`src/hdl/cic_pkg.sv`:
```
// ---------------------------------------------------------------------------
// constants and carriers for the core interrupt control block
// ---------------------------------------------------------------------------
package cic_pkg;

  // register port geometry
  localparam int unsigned ADDR_W = 9;
  localparam int unsigned DATA_W = 8;
  localparam int unsigned PORT_W = 8;

  // interrupt_control is mirrored in all four data-memory banks
  localparam logic [ADDR_W-1:0] IC_ADDR_BANK0 = 9'h00b;
  localparam logic [ADDR_W-1:0] IC_ADDR_BANK1 = 9'h08b;
  localparam logic [ADDR_W-1:0] IC_ADDR_BANK2 = 9'h10b;
  localparam logic [ADDR_W-1:0] IC_ADDR_BANK3 = 9'h18b;
  // per_pin_change_enable register
  localparam logic [ADDR_W-1:0] IOC_ADDR      = 9'h096;

  // interrupt_control field positions
  localparam int unsigned GLOBAL_IRQ_ENABLE_BIT     = 7;
  localparam int unsigned PERIPHERAL_IRQ_ENABLE_BIT = 6;
  localparam int unsigned TIMER_IRQ_ENABLE_BIT      = 5;
  localparam int unsigned EXT_PIN_IRQ_ENABLE_BIT    = 4;
  localparam int unsigned PORT_CHANGE_IRQ_ENABLE_BIT = 3;
  localparam int unsigned TIMER_FLAG_BIT            = 2;
  localparam int unsigned EXT_PIN_FLAG_BIT          = 1;
  localparam int unsigned PORT_CHANGE_FLAG_BIT      = 0;

  // reset values
  localparam logic [DATA_W-1:0] IC_RESET  = 8'h00;
  localparam logic [DATA_W-1:0] IOC_RESET = 8'hf0;
  localparam logic [DATA_W-1:0] RD_IDLE   = 8'h00;

  // register port request, as issued by the core
  typedef struct packed {
    logic [ADDR_W-1:0] addr;
    logic [DATA_W-1:0] wdata;
    logic              wr;
    logic              rd;
  } cic_bus_req_s;

  // event sources: timer and pin events feed the flags, peripheral pending goes straight to the request
  typedef struct packed {
    logic              timer_overflow;
    logic              ext_pin_edge;
    logic              periph_pending;
  } cic_events_s;

endpackage

```
`src/hdl/cic_port_change.sv`:
```
`timescale 1ns/100ps
// ---------------------------------------------------------------------------
// port-b change detector: one-cycle pulse when an enabled pin moves
// ---------------------------------------------------------------------------
module cic_port_change (
  // clock and reset
  input  wire logic                       mclk,
  input  wire logic                       reset,
  // pins and per-pin enables
  input  wire logic [cic_pkg::PORT_W-1:0] port_b_pins,
  input  wire logic [cic_pkg::PORT_W-1:0] per_pin_change_enable,
  // change event
  output logic                            change_pulse
);

  logic [cic_pkg::PORT_W-1:0] last_pins;
  logic [cic_pkg::PORT_W-1:0] pin_moved;
  logic                       primed;
  logic                       next_primed;
  logic                       next_change_pulse;

  // per pin compare, gated by its own enable
  genvar i;
  generate
    for (i = 0; i < cic_pkg::PORT_W; i++) begin : g_pin
      assign pin_moved[i] = primed && per_pin_change_enable[i]
                            && (port_b_pins[i] != last_pins[i]); // RULE_10
    end
  endgenerate

  // the first sample after reset only loads the reference, so no false edge
  always_comb begin
    next_primed       = 1'b1;
    next_change_pulse = |pin_moved;
  end

  always_ff @(posedge mclk or posedge reset) begin
    if (reset) begin
      last_pins    <= '0;
      primed       <= 1'b0;
      change_pulse <= 1'b0;
    end else begin
      last_pins    <= port_b_pins;
      primed       <= next_primed;
      change_pulse <= next_change_pulse;
    end
  end

  // a move on a disabled pin alone never raises the event
  property p_masked_pin;
    @(posedge mclk) disable iff (reset)
      (primed && ((port_b_pins ^ last_pins) & per_pin_change_enable) == '0)
      |=> !change_pulse;
  endproperty
  a_masked_pin: assert property (p_masked_pin) else $error("masked pin change raised event"); // RULE_10

  // an enabled pin move gives the event one cycle later
  property p_enabled_pin;
    @(posedge mclk) disable iff (reset)
      (primed && ((port_b_pins ^ last_pins) & per_pin_change_enable) != '0)
      |=> change_pulse;
  endproperty
  a_enabled_pin: assert property (p_enabled_pin) else $error("enabled pin change lost"); // RULE_07

endmodule

```
`src/hdl/cic_core.sv`:
```
`timescale 1ns/100ps
// ---------------------------------------------------------------------------
// core interrupt control
// ---------------------------------------------------------------------------
// Overview of operation
// RULE_01 - flags set regardless of any enable bit
// RULE_02 - bit 7 global enable gates every interrupt
// RULE_03 - bit 6 gates the peripheral interrupt group
// RULE_04 - bit 5 enables the timer overflow interrupt
// RULE_05 - bit 2 timer flag, sticky until software clears
// RULE_06 - bit 4 pin enable, bit 1 pin flag
// RULE_07 - bit 3 change enable, bit 0 change flag
// RULE_08 - software clears stale flag before enabling
// RULE_09 - register shared by all four bank mirrors
// RULE_10 - each pin needs its own change enable
// RULE_11 - request when global, flag and enable agree
// RULE_12 - reset clears enables and timer, pin flags
module cic_core (
  // clock and reset
  input  wire logic                        mclk,
  input  wire logic                        reset,
  // register port
  input  wire cic_pkg::cic_bus_req_s       bus_req,
  output logic [cic_pkg::DATA_W-1:0]       rdata,
  // event sources
  input  wire cic_pkg::cic_events_s        events,
  input  wire logic [cic_pkg::PORT_W-1:0]  port_b_pins,
  // request to the core
  output logic                             irq_request,
  output logic [cic_pkg::DATA_W-1:0]       interrupt_control
);

  // ---------------------------------------------------------------------------
  // state and decode
  // ---------------------------------------------------------------------------
  logic [cic_pkg::DATA_W-1:0] per_pin_change_enable;
  logic [cic_pkg::DATA_W-1:0] next_interrupt_control;
  logic [cic_pkg::DATA_W-1:0] next_per_pin_change_enable;
  logic [cic_pkg::DATA_W-1:0] next_rdata;
  logic                       next_irq_request;
  logic                       port_change_pulse;
  logic                       hit_ic;
  logic                       hit_ioc;
  logic [cic_pkg::DATA_W-1:0] flag_set;

  // named views of the control fields
  logic global_irq_enable;
  logic peripheral_irq_enable;
  logic timer_overflow_irq_enable;
  logic ext_pin_irq_enable;
  logic port_change_irq_enable;
  logic timer_overflow_flag;
  logic ext_pin_flag;
  logic port_change_flag;

  assign global_irq_enable         = interrupt_control[cic_pkg::GLOBAL_IRQ_ENABLE_BIT];
  assign peripheral_irq_enable     = interrupt_control[cic_pkg::PERIPHERAL_IRQ_ENABLE_BIT];
  assign timer_overflow_irq_enable = interrupt_control[cic_pkg::TIMER_IRQ_ENABLE_BIT];
  assign ext_pin_irq_enable        = interrupt_control[cic_pkg::EXT_PIN_IRQ_ENABLE_BIT];
  assign port_change_irq_enable    = interrupt_control[cic_pkg::PORT_CHANGE_IRQ_ENABLE_BIT];
  assign timer_overflow_flag       = interrupt_control[cic_pkg::TIMER_FLAG_BIT];
  assign ext_pin_flag              = interrupt_control[cic_pkg::EXT_PIN_FLAG_BIT];
  assign port_change_flag          = interrupt_control[cic_pkg::PORT_CHANGE_FLAG_BIT];

  // any of the four bank mirrors reaches the same storage
  assign hit_ic  = (bus_req.addr == cic_pkg::IC_ADDR_BANK0)
                || (bus_req.addr == cic_pkg::IC_ADDR_BANK1)
                || (bus_req.addr == cic_pkg::IC_ADDR_BANK2)
                || (bus_req.addr == cic_pkg::IC_ADDR_BANK3); // RULE_09
  assign hit_ioc = (bus_req.addr == cic_pkg::IOC_ADDR);

  // ---------------------------------------------------------------------------
  // port change detection
  // ---------------------------------------------------------------------------
  cic_port_change u_port_change (
    .mclk                  (mclk),
    .reset                 (reset),
    .port_b_pins           (port_b_pins),
    .per_pin_change_enable (per_pin_change_enable),
    .change_pulse          (port_change_pulse)
  );

  // ---------------------------------------------------------------------------
  // register next values
  // ---------------------------------------------------------------------------
  // hardware set bits; enables do not gate them, so software sees events even
  // while polling with interrupts off
  always_comb begin
    flag_set = '0;
    flag_set[cic_pkg::TIMER_FLAG_BIT]       = events.timer_overflow; // RULE_05
    flag_set[cic_pkg::EXT_PIN_FLAG_BIT]     = events.ext_pin_edge;   // RULE_06
    flag_set[cic_pkg::PORT_CHANGE_FLAG_BIT] = port_change_pulse;     // RULE_07
  end

  // a write replaces the byte, but a same-cycle event still sets its flag
  always_comb begin
    next_interrupt_control = interrupt_control | flag_set; // RULE_01
    if (bus_req.wr && hit_ic) begin
      next_interrupt_control = bus_req.wdata | flag_set; // RULE_09
    end
  end

  // per-pin enables are plain read/write storage
  always_comb begin
    next_per_pin_change_enable = per_pin_change_enable;
    if (bus_req.wr && hit_ioc) begin
      next_per_pin_change_enable = bus_req.wdata; // RULE_10
    end
  end

  // read data stands for exactly the cycle after the strobe
  always_comb begin
    next_rdata = cic_pkg::RD_IDLE;
    if (bus_req.rd && hit_ic) begin
      next_rdata = interrupt_control;
    end else if (bus_req.rd && hit_ioc) begin
      next_rdata = per_pin_change_enable;
    end
  end

  // ---------------------------------------------------------------------------
  // request to the core
  // ---------------------------------------------------------------------------
  // peripheral pending arrives already flagged and masked by its own enables;
  // registered so the output is glitch free, at the cost of one cycle
  always_comb begin
    next_irq_request = global_irq_enable && (                    // RULE_02
        (timer_overflow_irq_enable && timer_overflow_flag)        // RULE_04
     || (ext_pin_irq_enable && ext_pin_flag)                      // RULE_06
     || (port_change_irq_enable && port_change_flag)              // RULE_07
     || (peripheral_irq_enable && events.periph_pending));        // RULE_03 RULE_11
  end

  // ---------------------------------------------------------------------------
  // registers
  // ---------------------------------------------------------------------------
  // the change flag is nominally unknown after reset; zero keeps sims clean
  always_ff @(posedge mclk or posedge reset) begin
    if (reset) begin
      interrupt_control     <= cic_pkg::IC_RESET; // RULE_12
      per_pin_change_enable <= cic_pkg::IOC_RESET;
      rdata                 <= cic_pkg::RD_IDLE;
      irq_request           <= 1'b0;
    end else begin
      interrupt_control     <= next_interrupt_control;
      per_pin_change_enable <= next_per_pin_change_enable;
      rdata                 <= next_rdata;
      irq_request           <= next_irq_request;
    end
  end

  // ---------------------------------------------------------------------------
  // checks
  // ---------------------------------------------------------------------------
  property p_timer_flag_set;
    @(posedge mclk) disable iff (reset)
      events.timer_overflow |=> interrupt_control[cic_pkg::TIMER_FLAG_BIT];
  endproperty
  a_timer_flag_set: assert property (p_timer_flag_set) else $error("timer flag not set"); // RULE_05

  // flags set even with every enable clear, including during a clearing write
  property p_ext_flag_set;
    @(posedge mclk) disable iff (reset)
      events.ext_pin_edge |=> interrupt_control[cic_pkg::EXT_PIN_FLAG_BIT];
  endproperty
  a_ext_flag_set: assert property (p_ext_flag_set) else $error("pin flag not set"); // RULE_01

  property p_change_flag_set;
    @(posedge mclk) disable iff (reset)
      port_change_pulse |=> interrupt_control[cic_pkg::PORT_CHANGE_FLAG_BIT];
  endproperty
  a_change_flag_set: assert property (p_change_flag_set) else $error("change flag not set"); // RULE_07

  // sticky: only a write drops a flag
  property p_timer_sticky;
    @(posedge mclk) disable iff (reset)
      (interrupt_control[cic_pkg::TIMER_FLAG_BIT] && !(bus_req.wr && hit_ic))
      |=> interrupt_control[cic_pkg::TIMER_FLAG_BIT];
  endproperty
  a_timer_sticky: assert property (p_timer_sticky) else $error("timer flag dropped"); // RULE_05

  property p_global_gate;
    @(posedge mclk) disable iff (reset)
      !global_irq_enable |=> !irq_request;
  endproperty
  a_global_gate: assert property (p_global_gate) else $error("request without global"); // RULE_02

  property p_timer_request;
    @(posedge mclk) disable iff (reset)
      (global_irq_enable && timer_overflow_irq_enable && timer_overflow_flag)
      |=> irq_request;
  endproperty
  a_timer_request: assert property (p_timer_request) else $error("timer request lost"); // RULE_04

  property p_peripheral_gate;
    @(posedge mclk) disable iff (reset)
      (!peripheral_irq_enable && !(timer_overflow_irq_enable && timer_overflow_flag)
       && !(ext_pin_irq_enable && ext_pin_flag)
       && !(port_change_irq_enable && port_change_flag))
      |=> !irq_request;
  endproperty
  a_peripheral_gate: assert property (p_peripheral_gate) else $error("peripheral not gated"); // RULE_03

  property p_any_request;
    @(posedge mclk) disable iff (reset)
      (global_irq_enable && ((ext_pin_irq_enable && ext_pin_flag)
       || (peripheral_irq_enable && events.periph_pending)))
      |=> irq_request;
  endproperty
  a_any_request: assert property (p_any_request) else $error("request missing"); // RULE_11

  property p_mirror_write;
    @(posedge mclk) disable iff (reset)
      (bus_req.wr && bus_req.addr == cic_pkg::IC_ADDR_BANK3 && flag_set == '0)
      |=> interrupt_control == $past(bus_req.wdata);
  endproperty
  a_mirror_write: assert property (p_mirror_write) else $error("mirror write lost"); // RULE_09

  property p_mirror_read;
    @(posedge mclk) disable iff (reset)
      (bus_req.rd && bus_req.addr == cic_pkg::IC_ADDR_BANK2)
      |=> rdata == $past(interrupt_control);
  endproperty
  a_mirror_read: assert property (p_mirror_read) else $error("mirror read wrong"); // RULE_09

  property p_reset_value;
    @(posedge mclk) $fell(reset) |-> interrupt_control[cic_pkg::TIMER_FLAG_BIT:0] == '0
      || events.timer_overflow || events.ext_pin_edge;
  endproperty
  a_reset_value: assert property (p_reset_value) else $error("flags not cleared by reset"); // RULE_12

  // ---------------------------------------------------------------------------
  // further checks
  // ---------------------------------------------------------------------------
  // the pin flag is as sticky as the timer flag
  property p_ext_sticky;
    @(posedge mclk) disable iff (reset)
      (ext_pin_flag && !(bus_req.wr && hit_ic)) |=> ext_pin_flag;
  endproperty
  a_ext_sticky: assert property (p_ext_sticky) else $error("pin flag lost"); // RULE_06

  // and so is the change flag, whatever the pins do afterwards
  property p_change_sticky;
    @(posedge mclk) disable iff (reset)
      (port_change_flag && !(bus_req.wr && hit_ic)) |=> port_change_flag;
  endproperty
  a_change_sticky: assert property (p_change_sticky) else $error("change flag lost"); // RULE_07

  // with no event and no write the register holds still
  property p_hold;
    @(posedge mclk) disable iff (reset)
      (!(bus_req.wr && hit_ic) && flag_set == '0) |=> $stable(interrupt_control);
  endproperty
  a_hold: assert property (p_hold) else $error("register moved on its own"); // RULE_05

  // a write lands through any mirror; bits an event sets that cycle are left out
  property p_write_lands;
    @(posedge mclk) disable iff (reset)
      (bus_req.wr && hit_ic)
      |=> (interrupt_control & ~$past(flag_set)) == ($past(bus_req.wdata) & ~$past(flag_set));
  endproperty
  a_write_lands: assert property (p_write_lands) else $error("write lost"); // RULE_09

  // per-pin enables take a write whole
  property p_ioc_write;
    @(posedge mclk) disable iff (reset)
      (bus_req.wr && hit_ioc) |=> per_pin_change_enable == $past(bus_req.wdata);
  endproperty
  a_ioc_write: assert property (p_ioc_write) else $error("enable write lost"); // RULE_10

  // software can read back which pins take part
  property p_ioc_read;
    @(posedge mclk) disable iff (reset)
      (bus_req.rd && hit_ioc) |=> rdata == $past(per_pin_change_enable);
  endproperty
  a_ioc_read: assert property (p_ioc_read) else $error("enable read wrong"); // RULE_10

  // read data falls back to idle unless a mapped read was taken, so a stale
  // byte never looks like a fresh answer
  property p_read_idle;
    @(posedge mclk) disable iff (reset)
      !(bus_req.rd && (hit_ic || hit_ioc)) |=> rdata == cic_pkg::RD_IDLE;
  endproperty
  a_read_idle: assert property (p_read_idle) else $error("read data not idle"); // RULE_09

  // a pending, enabled change raises the request under the global gate
  property p_change_request;
    @(posedge mclk) disable iff (reset)
      (global_irq_enable && port_change_irq_enable && port_change_flag) |=> irq_request;
  endproperty
  a_change_request: assert property (p_change_request) else $error("change irq lost"); // RULE_07

  // no source both flagged and enabled means no request, whatever the gates say
  property p_no_source;
    @(posedge mclk) disable iff (reset)
      (!(timer_overflow_irq_enable && timer_overflow_flag)
       && !(ext_pin_irq_enable && ext_pin_flag)
       && !(port_change_irq_enable && port_change_flag)
       && !(peripheral_irq_enable && events.periph_pending))
      |=> !irq_request;
  endproperty
  a_no_source: assert property (p_no_source) else $error("request without source"); // RULE_11

endmodule

```
`config.mk`:
```
export PLATFORM = sky130hd
export DESIGN_NAME = cic_core
export DESIGN_NICKNAME = d
export VERILOG_FILES = /design/src/hdl/cic_pkg.sv /design/src/hdl/cic_port_change.sv /design/src/hdl/cic_core.sv
export SDC_FILE = /design/constraint.sdc
export NUM_CORES = 1
export LEC_CHECK = 0
export ABC_AREA = 1
export BUFFER_PORTS_ARGS = -buffer_cell sky130_fd_sc_hd__buf_2
export CELL_PAD_IN_SITES_DETAIL_PLACEMENT = 1
export CELL_PAD_IN_SITES_GLOBAL_PLACEMENT = 1
export CORE_MARGIN = 1
export CORE_UTILIZATION = 37
export DETAILED_ROUTE_END_ITERATION = 10
export HOLD_SLACK_MARGIN = 0.02
export PLACE_DENSITY = 0.9
export SKIP_CTS_REPAIR_TIMING = 1
export SLEW_MARGIN = 20
export SYNTH_ARGS = -nofsm -noshare
export SYNTH_HDL_FRONTEND = slang
export SYNTH_HIERARCHICAL = 1
export SYNTH_SLANG_ARGS = --single-unit
```
`constraint.sdc`:
```
create_clock -name mclk -period 1 [get_ports mclk]
set_input_delay 0.2 -clock mclk [delete_from_list [all_inputs] [get_ports mclk]]
set_output_delay 0.2 -clock mclk [all_outputs]
set_load 0.02 [all_outputs]
```
==> results.md <==
- Vias per cell: 4.80
- Required time of the critical path: about 800 ps
- Iteration-0 DRC Markers: 79
- Root Driver: clkbuf_8
- Status: finished, violations left
- Fin Hold WS: 28.6 ps
- Crit path cell chain: buf_6
- Ports: 49
- Initial antenna violation count: 0
- Commonest non-fill, non-tap cell in the layout: nand2_1
- Arr. time, crit path: just under 900 ps
- GRT Total Usage: 20.4%
- Post-synthesis sequential area ratio: 49.4%
- Post-DP HPWL: 3660 microns
- CTS Sinks: 35
- DP Area: 2160 sq um
- Final hold vios: 0
- Layout cell share with drive strength beyond 1: 34.0%
- DRT antenna net count: 0
- Die area: 5100 sq um
- Maximum vdd drop: 0.548 mV
- Fin area: 2470 sq um
- Final min period: between 1000 and 1500 ps
- Min-delay worst type: in2reg
- Kind of cell adding the most delay to the critical path: flip-flops
- Clock Path Buffers: 2
- Final Slew Violations: 0
- Startpoint Class: register
- Avg WL per Cell: between 15 and 20 microns
- CP Capture Type: primary output
- TritonRoute pass-1 iters: 4
- Via count of the routed design: between 1500 and 2000
- R2r setup slk: -50 ps
- FILL cells: 565
- Worst skew pair latency: 310 ps
- CP max stage delay: 440 ps
- Avg Inst Size Synth: 8.00 sq um
- Synth Flop Type: dfrtp_1
- TritonCTS Buffers: 5
- First-pass GRT wire length: 7820 microns
- Asr flop ratio synth: 100%
- Fin crit share: 109%
- Die Ht: 71.4 microns
- RSZ-0062 raised after global routing: yes
- # rows: 24
- # Max-Cap Violations: 0
- Chip Width: roughly 71 microns
- Area growth syn-to-layout: 38.3%
- Worst Path Max Fanout: 4
- Seq cells post-synth: 35
- Residual DRC: 0
- Slowest stage cell on the critical path: dfrtp_1
- Final nets: 328
- Setup violators final: 18
- Post-synth EDFFs: 0
- Fmax: 914 MHz
- Core area: around 4500 sq um
- Yosys warnings: 6
- IO Port Bufs: 48
- Synthesized area: around 1800 sq um
- Kind of critical path: reg2out
- Setup WS post-layout: -93.8 ps
- Gate Count Post-Synth: around 220
- Bufs and invs on worst path: 1
- Largest net degree at the start of global routing: 26
- Yosys cell types: 20
- Placer Congestion: 0.722
- Total congestion overflow: 0
- Detailed-route wire length: 5580 microns
- CTS clk-pin slew, worst paths: ~70 ps
- Most frequent cells in the layout: nand2_1 (88), inv_1 (37), buf_2 (31), dfrtp_1 (30), buf_4 (19)
- Vias in the first global route: ~1700
- Syn Nets: around 260
- CTS tree: yes
- Clock skew: 11.8 ps
- Initial Util: 39.6%
- Failing checks: setup timing
- P_leak: approximately 1.4 nW
- H-tree Lvls: 2
- Setup TNS: -805 ps
- Pwr Density: 1220 nW/um^2
- N_diodes: 0
registers in the layout, summed over array words and instances (netlist names):
register / flops
u_port_change/change_pulse: 1
per_pin_change_enable: 8
interrupt_control: 8
u_port_change/primed: 1
rdata: 8
irq_request: 1
u_port_change/last_pins: 8
cell usage after synthesis (4+ instances only):
cell | count | area share, %
inv_1 | 37 | 7.8
nand3_2 | 4 | 2.2
nor2_1 | 17 | 3.6
nand4_1 | 8 | 2.8
nand3_1 | 13 | 3.6
dfstp_2 | 4 | 5.9
dfrtp_1 | 31 | 44
nand2_1 | 89 | 19
per-layer routing:
metal | GRT usage, % | share of wire (%) | wire [microns] | up-vias
li1 | - | - | - | 815
met1 | 21.4 | 38 | 2090 | 811
met2 | 38.7 | 56 | 3150 | 41
met3 | 5.77 | 3.7 | 205 | 9
met4 | 7.33 | 2.3 | 128 | 0
met5 | 0 | 0 | 0 | -
final cells by class:
cell class                 instances  area, sq um  share of cell area [%]
inverter                          39          146                    5.94
tap                               52         65.1                    2.64
clock buffer                       5         68.8                    2.79
timing repair buffer              70          548                    22.2
multi-input combinational        145          741                    30.0
sequential                        35          882                    35.8
clock inverter                     3         15.0                   0.609
cell families after synthesis:
family | share of synthesized area [%]
flops | 49.4
compound gates | 0.491
buf+inv | 10.0
simple gates | 39.9
other cells | 0.210
power breakdown:
part / internal [mW] / switching, mW / leakage (nW)
Combinational: 0.203 / 0.250 / 0.920
Clock: 0.477 / 0.559 / 0.0477
Sequential: 1.47 / 0.0504 / 0.435
Total: 2.15 / 0.859 / 1.40
final timing paths:
path | start | endpoint | cells after the start
max in group asynchronous | reset | u_port_change/primed | 3
min reg2reg | u_port_change/change_pulse | interrupt_control[0] | 2
min in group asynchronous | reset | u_port_change/last_pins[7] | 3
min | port_b_pins[3] | u_port_change/last_pins[3] | 1
max | interrupt_control[4] | interrupt_control[4] | 1
max reg2reg | u_port_change/primed | u_port_change/change_pulse | 5
stage by stage:
stage / instances / setup WS (ps) / util, % / power (mW)
6_report: 349 / -93.8 / 54.8 / 3.01
5_1_grt: 349 / -109 / 54.8 / 3.12
4_1_cts: 336 / -118 / 49.8 / 2.91
3_5_place_dp: 328 / -207 / 48.0 / 1.90
3_3_place_gp: 328 / -119 / 48.0 / 1.88
2_1_floorplan: 223 / 31.2 / - / 1.72
Power figures use the tool's default switching activity.
